**src/logic/sgc_defs.svh**
```systemverilog
// Constants for the sector guard controller: register offsets, fields,
// flash command codes and timing counts.
`ifndef SGC_DEFS_SVH
`define SGC_DEFS_SVH

`define SGC_OFF_CMD       12'h000
`define SGC_OFF_ADDR      12'h004
`define SGC_OFF_DATA      12'h008
`define SGC_OFF_STATUS    12'h00C
`define SGC_OFF_RDATA     12'h010
`define SGC_OFF_CFG       12'h014

`define SGC_ST_BUSY       0
`define SGC_ST_DONE       1
`define SGC_ST_LOCK       2
`define SGC_ST_UNLOCK_OK  3
`define SGC_ST_BAD_CMD    4

`define SGC_CFG_X32       0

`define SGC_CODE_RESET    8'hF0
`define SGC_CODE_GUARD    8'h60
`define SGC_CODE_SET      8'h01
`define SGC_CODE_CLEAR    8'h00

`define SGC_UNLOCK_NS     2000
`define SGC_CLK_NS        10
`define SGC_UNLOCK_CYC    ((`SGC_UNLOCK_NS + `SGC_CLK_NS - 1) / `SGC_CLK_NS)
`define SGC_WE_CYC        4
`define SGC_STATUS_MASK   32'h0000001F

`endif

```
**src/logic/sgc_pkg.sv**
```systemverilog
// Types shared by the sector guard controller.
// Assumes sgc_defs.svh is used for numeric constants.
package sgc_pkg;

typedef enum logic [3:0] {
    SGC_OP_NONE       = 4'h0,
    SGC_OP_SECURE_PROT = 4'h1,
    SGC_OP_LOCK_SET   = 4'h2,
    SGC_OP_VOL_WRITE  = 4'h3,
    SGC_OP_UNLOCK     = 4'h4,
    SGC_OP_NV_PROG    = 4'h5,
    SGC_OP_NV_ERASE   = 4'h6,
    SGC_OP_LOCK_READ  = 4'h7,
    SGC_OP_EXIT       = 4'h8
} sgc_op_e;

typedef enum logic [2:0] {
    SGC_IDLE  = 3'b000,
    SGC_WR    = 3'b001,
    SGC_WAIT  = 3'b010,
    SGC_RD    = 3'b011,
    SGC_EXIT  = 3'b100,
    SGC_POLL  = 3'b101
} sgc_state_e;

typedef struct packed {
    logic [21:0] addr;
    logic [31:0] dq_out;
    logic        dq_oe;
    logic        ce_n;
    logic        we_n;
    logic        oe_n;
} sgc_flash_out_s;

endpackage

```
**src/logic/sgc_ctrl.sv**
```systemverilog
// Host-side controller that issues sector protection commands to a
// parallel NOR flash over its asynchronous bus, ordered over APB.
// Assumes flash pins are synchronous to pclk and the flash keeps its
// own protection state; this block only sequences bus cycles.
//
// The register offsets and the APB slave port are this design's own decisions.
`timescale 1ns/1ns
`include "sgc_defs.svh"

module sgc_ctrl #(
    parameter int UNLOCK_CYC = `SGC_UNLOCK_CYC
) (
    input  wire logic                    pclk,
    input  wire logic                    presetn,
    input  wire logic                    psel,
    input  wire logic                    penable,
    input  wire logic                    pwrite,
    input  wire logic [11:0]             paddr,
    input  wire logic [31:0]             pwdata,
    output logic      [31:0]             prdata,
    output logic                         pready,
    output logic                         pslverr,
    output sgc_pkg::sgc_flash_out_s      flash_out,
    input  wire logic [31:0]             flash_dq_in,
    input  wire logic                    ready_busy_pin
);
    import sgc_pkg::*;

    logic [3:0]        cmd_reg;
    logic [21:0]       addr_reg;
    logic [63:0]       data_reg;
    logic              x32_reg;
    logic              busy_reg;
    logic              done_reg;
    logic              lock_reg;
    logic              unlock_ok_reg;
    logic              bad_reg;
    logic [31:0]       rdata_reg;
    sgc_state_e        state_reg;
    logic [11:0]       cnt_reg;
    logic [1:0]        part_reg;
    logic [1:0]        margin_reg;
    sgc_flash_out_s    fo_reg;
    sgc_op_e           op;
    logic              wr_en;
    logic              rd_en;
    logic              start;
    logic [1:0]        last_part;
    logic [31:0]       portion;

    assign op        = sgc_op_e'(cmd_reg);
    assign wr_en     = psel & penable & pwrite;
    assign rd_en     = psel & penable & ~pwrite;
    assign pready    = 1'b1;
    assign flash_out = fo_reg;
    // Portion count depends on bus width
    assign last_part = x32_reg ? 2'd1 : 2'd3;
    assign start     = wr_en && (paddr == `SGC_OFF_CMD) && !busy_reg;
    // Portions go low word first, which the password order expects
    always_comb begin
        case (part_reg)
            2'd0:    portion = x32_reg ? data_reg[31:0]
                                       : {16'h0000, data_reg[15:0]};
            2'd1:    portion = x32_reg ? data_reg[63:32]
                                       : {16'h0000, data_reg[31:16]};
            2'd2:    portion = {16'h0000, data_reg[47:32]};
            default: portion = {16'h0000, data_reg[63:48]};
        endcase
    end

    always_comb begin
        pslverr = 1'b0;
        if (psel && penable) begin
            case (paddr)
                `SGC_OFF_CMD, `SGC_OFF_ADDR, `SGC_OFF_DATA,
                `SGC_OFF_STATUS, `SGC_OFF_RDATA, `SGC_OFF_CFG:
                    pslverr = 1'b0;
                default: pslverr = 1'b1;
            endcase
        end
    end

    always_comb begin
        case (paddr)
            `SGC_OFF_CMD:    prdata = {28'h0000000, cmd_reg};
            `SGC_OFF_ADDR:   prdata = {10'h000, addr_reg};
            `SGC_OFF_DATA:   prdata = data_reg[31:0];
            `SGC_OFF_STATUS: prdata = {27'h0000000, bad_reg, unlock_ok_reg,
                                       lock_reg, done_reg, busy_reg};
            `SGC_OFF_RDATA:  prdata = rdata_reg;
            `SGC_OFF_CFG:    prdata = {31'h00000000, x32_reg};
            default:         prdata = 32'h00000000;
        endcase
    end

    // Software-written operands; frozen while a command runs
    always_ff @(posedge pclk or negedge presetn) begin
        if (!presetn) begin
            cmd_reg  <= 4'h0;
            addr_reg <= 22'h000000;
            data_reg <= 64'h0;
            x32_reg  <= 1'b1;
        end else if (wr_en && !busy_reg) begin
            case (paddr)
                `SGC_OFF_CMD:  cmd_reg <= pwdata[3:0];
                `SGC_OFF_ADDR: addr_reg <= pwdata[21:0];
                `SGC_OFF_DATA: data_reg <= {pwdata, data_reg[63:32]};
                `SGC_OFF_CFG:  x32_reg <= pwdata[`SGC_CFG_X32];
                default:       cmd_reg <= cmd_reg;
            endcase
        end
    end

    // Done, unlock and bad flags: a new start clears them
    always_ff @(posedge pclk or negedge presetn) begin
        if (!presetn) begin
            busy_reg      <= 1'b0;
            done_reg      <= 1'b0;
            bad_reg       <= 1'b0;
            unlock_ok_reg <= 1'b0;
            lock_reg      <= 1'b0;
            rdata_reg     <= 32'h00000000;
            state_reg     <= SGC_IDLE;
            cnt_reg       <= 12'h000;
            part_reg      <= 2'd0;
            margin_reg    <= 2'd0;
            fo_reg        <= '{addr: 22'h0, dq_out: 32'h0, dq_oe: 1'b0,
                               ce_n: 1'b1, we_n: 1'b1, oe_n: 1'b1};
        end else begin
            case (state_reg)
                SGC_IDLE: begin
                    if (start) begin
                        busy_reg   <= 1'b1;
                        done_reg   <= 1'b0;
                        bad_reg    <= 1'b0;
                        unlock_ok_reg <= 1'b0;
                        part_reg   <= 2'd0;
                        margin_reg <= 2'd0;
                        cnt_reg    <= 12'h000;
                        state_reg  <= SGC_WR;
                        case (sgc_op_e'(pwdata[3:0]))
                            SGC_OP_SECURE_PROT, SGC_OP_LOCK_SET,
                            SGC_OP_VOL_WRITE, SGC_OP_UNLOCK,
                            SGC_OP_NV_PROG, SGC_OP_NV_ERASE,
                            SGC_OP_LOCK_READ, SGC_OP_EXIT:
                                part_reg <= 2'd0;
                            default: begin
                                bad_reg   <= 1'b1;
                                busy_reg  <= 1'b0;
                                done_reg  <= 1'b1;
                                state_reg <= SGC_IDLE;
                            end
                        endcase
                    end
                end
                SGC_WR: begin
                    // Drive one write cycle, we_n low for a few clocks
                    fo_reg.ce_n  <= 1'b0;
                    fo_reg.oe_n  <= 1'b1;
                    fo_reg.dq_oe <= 1'b1;
                    fo_reg.we_n  <= (cnt_reg < 12'(`SGC_WE_CYC - 1))
                                    ? 1'b0 : 1'b1;
                    case (op)
                        SGC_OP_VOL_WRITE: begin
                            // Sector field high bits, 01h set or 00h clear
                            fo_reg.addr   <= {addr_reg[21:11], 11'h000};
                            fo_reg.dq_out <= {24'h000000, addr_reg[0]
                                             ? `SGC_CODE_SET : `SGC_CODE_CLEAR};
                        end
                        SGC_OP_NV_PROG: begin
                            // Erase select bit low selects program
                            fo_reg.addr   <= {addr_reg[21:11], 11'h000};
                            fo_reg.dq_out <= {24'h000000, `SGC_CODE_GUARD};
                        end
                        SGC_OP_NV_ERASE: begin
                            // Erase select bit high, sector ignored
                            fo_reg.addr   <= 22'h000040;
                            fo_reg.dq_out <= {24'h000000, `SGC_CODE_GUARD};
                        end
                        SGC_OP_UNLOCK: begin
                            fo_reg.addr   <= addr_reg;
                            fo_reg.dq_out <= portion;
                        end
                        SGC_OP_EXIT: begin
                            // Read/reset ends any protection command state
                            fo_reg.addr   <= 22'h000000;
                            fo_reg.dq_out <= {24'h000000, `SGC_CODE_RESET};
                        end
                        default: begin
                            // Secure protect, lock set, lock read
                            fo_reg.addr   <= addr_reg;
                            fo_reg.dq_out <= data_reg[31:0];
                        end
                    endcase
                    cnt_reg <= cnt_reg + 12'h001;
                    if (cnt_reg == 12'(`SGC_WE_CYC)) begin
                        fo_reg.ce_n  <= 1'b1;
                        fo_reg.dq_oe <= 1'b0;
                        cnt_reg      <= 12'h000;
                        case (op)
                            SGC_OP_UNLOCK:    state_reg <= SGC_WAIT;
                            SGC_OP_LOCK_READ: state_reg <= SGC_RD;
                            SGC_OP_NV_PROG, SGC_OP_NV_ERASE:
                                state_reg <= SGC_POLL;
                            default:          state_reg <= SGC_EXIT;
                        endcase
                    end
                end
                SGC_WAIT: begin
                    // Hold off the next portion for the window
                    cnt_reg <= cnt_reg + 12'h001;
                    if (cnt_reg >= 12'(UNLOCK_CYC - 1) && ready_busy_pin) begin
                        cnt_reg <= 12'h000;
                        if (part_reg == last_part) begin
                            // Confirm by reading the lock flag
                            state_reg <= SGC_RD;
                        end else begin
                            part_reg  <= part_reg + 2'd1;
                            state_reg <= SGC_WR;
                        end
                    end
                end
                SGC_POLL: begin
                    // Two margin check cycles; time-out shows as ready
                    if (ready_busy_pin) begin
                        margin_reg <= margin_reg + 2'd1;
                        if (margin_reg == 2'd1)
                            state_reg <= SGC_RD;
                    end
                end
                SGC_RD: begin
                    fo_reg.ce_n <= 1'b0;
                    fo_reg.oe_n <= 1'b0;
                    cnt_reg     <= cnt_reg + 12'h001;
                    if (cnt_reg == 12'(`SGC_WE_CYC)) begin
                        // Lock flag sits on the low data bit
                        rdata_reg   <= flash_dq_in;
                        lock_reg    <= flash_dq_in[0];
                        if (op == SGC_OP_UNLOCK)
                            unlock_ok_reg <= ~flash_dq_in[0];
                        fo_reg.ce_n <= 1'b1;
                        fo_reg.oe_n <= 1'b1;
                        cnt_reg     <= 12'h000;
                        state_reg   <= SGC_EXIT;
                    end
                end
                SGC_EXIT: begin
                    // Flash state effects on guards are the device's
                    busy_reg  <= 1'b0;
                    done_reg  <= 1'b1;
                    state_reg <= SGC_IDLE;
                end
                default: state_reg <= SGC_IDLE;
            endcase
        end
    end
endmodule // sgc_ctrl

```
**config.mk**
```make
export PLATFORM = sky130hd
export DESIGN_NAME = sgc_ctrl
export DESIGN_NICKNAME = d
export VERILOG_FILES = /design/src/logic/sgc_pkg.sv /design/src/logic/sgc_ctrl.sv
export VERILOG_INCLUDE_DIRS = /design/src /design/src/logic
export SDC_FILE = /design/constraint.sdc
export NUM_CORES = 1
export LEC_CHECK = 0
export ABC_AREA = 1
export BUFFER_PORTS_ARGS = -buffer_cell sky130_fd_sc_hd__clkbuf_2
export CAP_MARGIN = 20
export CORE_AREA = 2 2 199 123
export DETAILED_ROUTE_END_ITERATION = 8
export DIE_AREA = 0 0 201 125
export HOLD_SLACK_MARGIN = 0.05
export MAX_ROUTING_LAYER = met4
export PLACE_DENSITY_LB_ADDON = 0.1
export SLEW_MARGIN = 20
export SYNTH_ARGS = -nofsm -noshare
export SYNTH_HDL_FRONTEND = slang
export SYNTH_SLANG_ARGS = --single-unit
```
**constraint.sdc**
```tcl
create_clock -name pclk -period 3.87 [get_ports pclk]
set_input_delay 0.1935 -clock pclk [delete_from_list [all_inputs] [get_ports pclk]]
set_output_delay 0.1935 -clock pclk [all_outputs]
set_load 0.01 [all_outputs]
```
Word-level counts from Yosys, hierarchy flattened
Index checks and enable logic that the tools add are counted.

cells by class
  equal/unequal tests = 37
  reduce and logical (&&, ||, !) cells = 31
  bitwise operators = 3
  add/sub/neg operators = 3
  multiplexer cells = 44
  $lt $le $gt $ge = 2

operators with widths
  cell                                                   count
  one-hot mux 54 bit (5 select lines)                    1
  one-hot mux 32 bit (6 select lines)                    1
  one-hot mux 32 bit (3 select lines)                    1
  two-way mux 32 bit                                     2
  two-way mux 12 bit                                     3
  one-hot mux 12 bit (3 select lines)                    1
  == test 4 x 3 -> 1 bit (second input constant)         8
  == test 12 x 3 -> 1 bit (second input constant)        2
  == test 12 x 4 -> 1 bit (second input constant)        2
  == test 12 x 5 -> 1 bit (second input constant)        2
  two-way mux 3 bit                                      6
  != test 2 bit (second input constant)                  8
  AND reduction 2 bit                                    8
  one-hot mux 3 bit (5 select lines)                     1
  two-way mux 2 bit                                      7
  two-way mux 1 bit                                      13
  adder 12 x 1 -> 12 bit (second input constant)         1
  == test 4 x 2 -> 1 bit (second input constant)         3
  >= comparator 12 x 8 -> 1 bit (second input constant)  1
  logical NOT 12 bit                                     1
  < comparator 12 x 2 -> 1 bit (second input constant)   1
  one-hot mux 1 bit (2 select lines)                     5
  nonzero test 2 bit                                     5
  one-hot mux 3 bit (3 select lines)                     1
  23 further kinds                                       36

word-level totals
  output and inout bits = 92
  logic and storage cells = 140
  bits of input ports = 82
  register bits after elaboration = 205

Depth between registers and ports, before layout
  depth after elaboration = 6
  gate-level depth with buffers = 11
  mapped depth without buffers = 10

Worst setup path before layout
OpenSTA, ideal clock, no wires.

  path kind = reg-to-reg
  start point = register part_reg[0]
  end point = register fo_reg, in the netlist flash_out[15]
  clock period less this slack = 1.597 ns
  path buffers = 2
  setup time = 0.065 ns
  path slack = 2.273 ns
  required time = 3.805 ns
  cell stages (with the launch flop) = 11
  arrival time = 1.532 ns
  cells stage by stage = dfrtp_1 > inv_1 > ha_1 > clkbuf_1 > clkbuf_1 > a21oi_1 > nand3_1 > o211ai_1 > nand2_1 > nand2_1 > nand2_1

between the ends
  cells in the longest elaborated chain, start to end = 3
  elaborated cells between the ends (all ways) = 5

RTL lines
  what                                         RTL line         source
  from (decl)                                  sgc_ctrl.sv:41   logic [1:0] part_reg;
  from (signal assigned)                       sgc_ctrl.sv:218  part_reg <= part_reg + 2'd1;
  == test 2 bit, or another cell as far along  sgc_ctrl.sv:61   case (part_reg)
  one-hot mux 32 bit (3 select lines) *        sgc_ctrl.sv:61
  one-hot mux 54 bit (5 select lines) *        sgc_ctrl.sv:163  case (op)
  to (signal assigned)                         sgc_ctrl.sv:127  fo_reg <= '{addr: 22'h0, dq_out: 32'h0, dq_oe: 1'b0,
  to (decl)                                    sgc_ctrl.sv:43   sgc_flash_out_s fo_reg;

Mark *: on every way between the ends. The rest lies on a longest branch, timed or not.
A chain may end at the register's enable or synchronous reset.

Final worst setup path
  start point = input port paddr[3]
  end point = output port prdata[12]

between the ends
  cells in the longest elaborated chain, start to end = 2
  elaborated cells between the ends (all ways) = 7

RTL lines
  what                                                   RTL line        source
  from (decl)                                            sgc_ctrl.sv:18  input wire logic [11:0] paddr,
  == test 12 x 5 -> 1 bit, or another cell as far along  sgc_ctrl.sv:84  case (paddr)
  one-hot mux 32 bit (6 select lines) *                  sgc_ctrl.sv:84
  to (decl)                                              sgc_ctrl.sv:20  output logic [31:0] prdata,

Marked as above.

==> impl_results.md <==
* Slowest library cell on the worst path: dlygate4sd3_1
* Die ar. at 25130 µm²
* Core ar. at 23510 µm²
* Ys async rst share at 100.0%
* Post-route DRC at 0
* Syn Area/Cell at 8.037 µm²
* CTS resizes at 0
* Share of total power in the clock network at 47.0%
* Worst-Skew Late Latency at around 0.53 ns
* Synth Flop Type: dfrtp_1
* Clock Skew at 0.02723 ns
* Die height at 125 µm
* Finished Cell Area at 12810 µm²
* Syn Std Cell Area at 10340 µm²
* CP startpoint kind: input port
* Status: completed
* Max-Cap Viols at 0
* H-Tree Level Count at 1
* Setup violators final at 0
* GR Util All Layers at 29.12%
* Critical-path cell list: dlygate4sd3_1, clkbuf_2, inv_1, nor2_1, nand3_4, inv_2, buf_4, nand2_1, o211ai_1, clkbuf_2
* Largest family of logic cells by synthesized area: simple AND/OR/NAND/NOR gates
* Hold Slack at 0.09664 ns
* RSZ-0062 raised after global routing: no
* Fillcell total at 2222
* Netlist cell types at between 40 and 50
* Max reg flops at 64
* WP data arrival at 2.55 ns
* Synthesized flop and latch total at 204
* Iteration-0 DRC Markers at 832
* CTS sink count at 204
* Proportion of layout cells with a drive suffix above 1 at between 10% and 20%
* Post-CTS Setup Bufs at 0
* Number of synthesized flops with an enable pin at 0
* Switch share at 22.80%
* Internal at 3.440 mW
* Row Count at 44
* Critical Path Max Stage Delay at 0.53 ns
* Cell taking the most area after synthesis: dfrtp_1
* Hold Crit Depth at 5
* Initial core utilization at between 40% and 50%
* Worst r2r src: cmd_reg[0]$_DFFE_PN0P_
* NetSw at 1.016 mW
* Total wire length at ~35 mm
* Sequential element share of the synthesized area at 49.44%
* Peak Freq at 364.7 MHz
* Area delta synth->final at 23.96%
* CTS buffer count at 22
* Multi-input logic area at 4492 µm²
* Antenna violations before repair at 2
* Synth Area in Compound Gates at 12.64%
* DPL Wire Length at 24.60 mm
* Setup CP Type: in2out
* Worst Setup End Kind: output port
* Reg-to-reg slack, setup at about 1.4 ns
* Syn Inst Count at 1286
* Hold EP: x32_reg$_DFFE_PN1P_
* Area contributors post-synth: dfrtp_1 (48%), nand2_1 (15%), nand3_1 (6.5%)
* Max Slew Vio Count at 0
* Reg area at between 5000 and 6000 µm²
* Worst Max-Slew Pin Slew at around 1.0 ns
* Clock Pin Slew Worst Setup and Hold Paths at 0.06 ns
* Minimum clock period at 2.742 ns
* Syn. warnings at 0
* Max_slew headroom at 31.73%
* Most frequent CP cell: clkbuf_2
* CTS max path bufs at 3
* Root buffer cell: clkbuf_16
* RR Endpoint: flash_out[11]$_DFFE_PN0P_
* Largest net degree at the start of global routing at 93
* Post-Synth Adder-Cell Area at 0.8474%
* Post-synthesis mux area share at 3.486%
* Vias at 9755
* Port Buffers at 172
* Final Hold Fails at 0
* Die Width at 201 µm
* Post-synthesis xor/xnor area fraction at 0.7626%
* Power share of the combinational group at 4.5%
* Number of global-route vias before repair at between 9000 and 10000
* Area after DPL at between 10000 and 15000 µm²
* Synth top area share at 48.42%
* Antenna-violating nets left at 0
* Sequential Power Share at 48.5%
* Total negative setup slack at 0 ns
* First-pass GRT wire length at 55.06 mm
* Drt first pass iters at 5
* CTS tree: done
* Pleak at 6.258 nW
* GRT Residual Overflow at 0
* Routability cong. at 0.8748
* Hold path startpoint: paddr[2]
* Critical Path RT at 3.68 ns
* Finished Core Util at roughly 55%
* R2r worst-path depth at 10
* Top Ports at 174
* Post-Syn Nets at 1375
* Via density at between 5 and 6
* Worst-path maximum fanout at 24
* Wire per inst at 19.13 µm
* Max rail drop VDD at ~0.24 mV
* Period utilization at 70.86%
* Post-synthesis simple-gate area fraction at 25.61%
* Nets at 1587
* Power per cell area at between 300 and 400 nW/µm²
* Worst Hold Class: in2reg
[layout by cell type, fill, tap and decap left out, drive strengths merged]
cell / Yosys / layout
clkbuf: 39 / 203
dlygate4sd3: 0 / 67
inv: 109 / 109
dfstp: 4 / 4
o21ai: 114 / 114
o2111ai: 1 / 1
o21a: 1 / 1
nand4: 4 / 4
o211ai: 43 / 43
conb: 1 / 1
xnor2: 1 / 1
clkinvlp: 0 / 1
o22ai: 5 / 5
ha: 7 / 7
a2bb2oi: 2 / 2
nand3: 138 / 138
mux2: 32 / 32
o31ai: 1 / 1
a31oi: 2 / 2
clkinv: 1 / 6
buf: 30 / 18
dfrtp: 200 / 200
nor2: 37 / 37
xor2: 8 / 8
diode: 0 / 2
o221ai: 6 / 6
bufinv: 0 / 1
or2: 3 / 3
o21bai: 2 / 2
nand3b: 4 / 4
a21oi: 52 / 52
nand2: 431 / 431
nor3: 8 / 8
[logic make-up (layout without fill, tap and decap cells)]
| kind of cell | count (synthesis) | in the layout |
|---|---|---|
| AOI/OAI and AO/OA | 229 | 229 |
| xor gates and xnor gates | 9 | 9 |
| other | 1 | 3 |
| buffers and inverters | 179 | 405 |
| and+or+nand+nor | 625 | 625 |
| adders and majority gates | 7 | 7 |
| muxes | 32 | 32 |
| DFF | 204 | 204 |
[per-layer routing]
layer	GRT usage (%)	routed length, µm	vias to the layer above
met5	-	0	-
met4	5.403	575	0
met3	9.359	3582	40
met2	37.11	13780	367
met1	44.50	17190	4683
li1	-	-	4665
[cells in the mapped netlist (7+ instances only)]
| cell type | instances |
|---|---|
| o21ai_0 | 96 |
| nand2_1 | 426 |
| ha_1 | 7 |
| inv_1 | 103 |
| mux2_2 | 32 |
| xor2_1 | 8 |
| o211ai_1 | 43 |
| a21oi_1 | 52 |
| dfrtp_1 | 200 |
| o21ai_1 | 18 |
| nor2_1 | 29 |
| nand3_1 | 134 |
| clkbuf_1 | 38 |
| buf_2 | 22 |
[critical path, delay by kind of cell]
kind	cells	cell delay, ns
and+or+nand+nor	3	0.64
buffers and inverters	6	1.58
AOI/OAI and AO/OA	1	0.13
[area by class of cell]
cell class / instances / share of cell area, %
diodes: 2 / 0.03906
well taps: 322 / 3.145
clock buffers: 31 / 4.873
inverters: 110 / 3.223
repair buffers: 257 / 13.17
clock inverters: 7 / 0.6055
multi-input cells: 903 / 35.06
flip-flops and latches: 204 / 39.88
[worst max path at each step]
stage | from | end | slack, ns | cells after the start
final | paddr[3] | prdata[12] | 1.13 | 10
after global routing | paddr[3] | prdata[12] | 0.98 | 10
after CTS | paddr[3] | prdata[12] | 1.15 | 10
after detailed placement | paddr[7] | data_reg[10]$_DFFE_PN0P_ | 1.46 | 10
after global placement | paddr[0] | addr_reg[12]$_DFFE_PN0P_ | 1.45 | 9
after floorplan | part_reg[0]$_DFFE_PN0P_ | flash_out[15]$_DFFE_PN0P_ | 2.27 | 10
[per-stage QoR]
step,setup slack (ns),total power [mW],cells
floorplan,2.273,2.235,1286
global placement,1.454,2.348,1729
detailed placement,1.457,2.349,1729
CTS,1.153,4.486,1834
global route,0.9800,4.622,1836
finish,1.128,4.457,1836
[power groups by stage]
| stage | clock network (mW) | logic [mW] | registers (mW) |
|---|---|---|---|
| after floorplan | 0 | 0.0375 | 2.20 |
| after global placement | 0 | 0.147 | 2.20 |
| after detailed placement | 0 | 0.148 | 2.20 |
| after CTS | 2.12 | 0.201 | 2.16 |
| after global routing | 2.24 | 0.220 | 2.16 |
| final | 2.09 | 0.200 | 2.16 |
[repair_timing]
action,4_1_cts,5_1_grt
endpoints found under the hold margin,179,0
hold buffers,67,0
setup endpoints to repair,0,0
No activity file was read; power rests on OpenSTA's default activity.
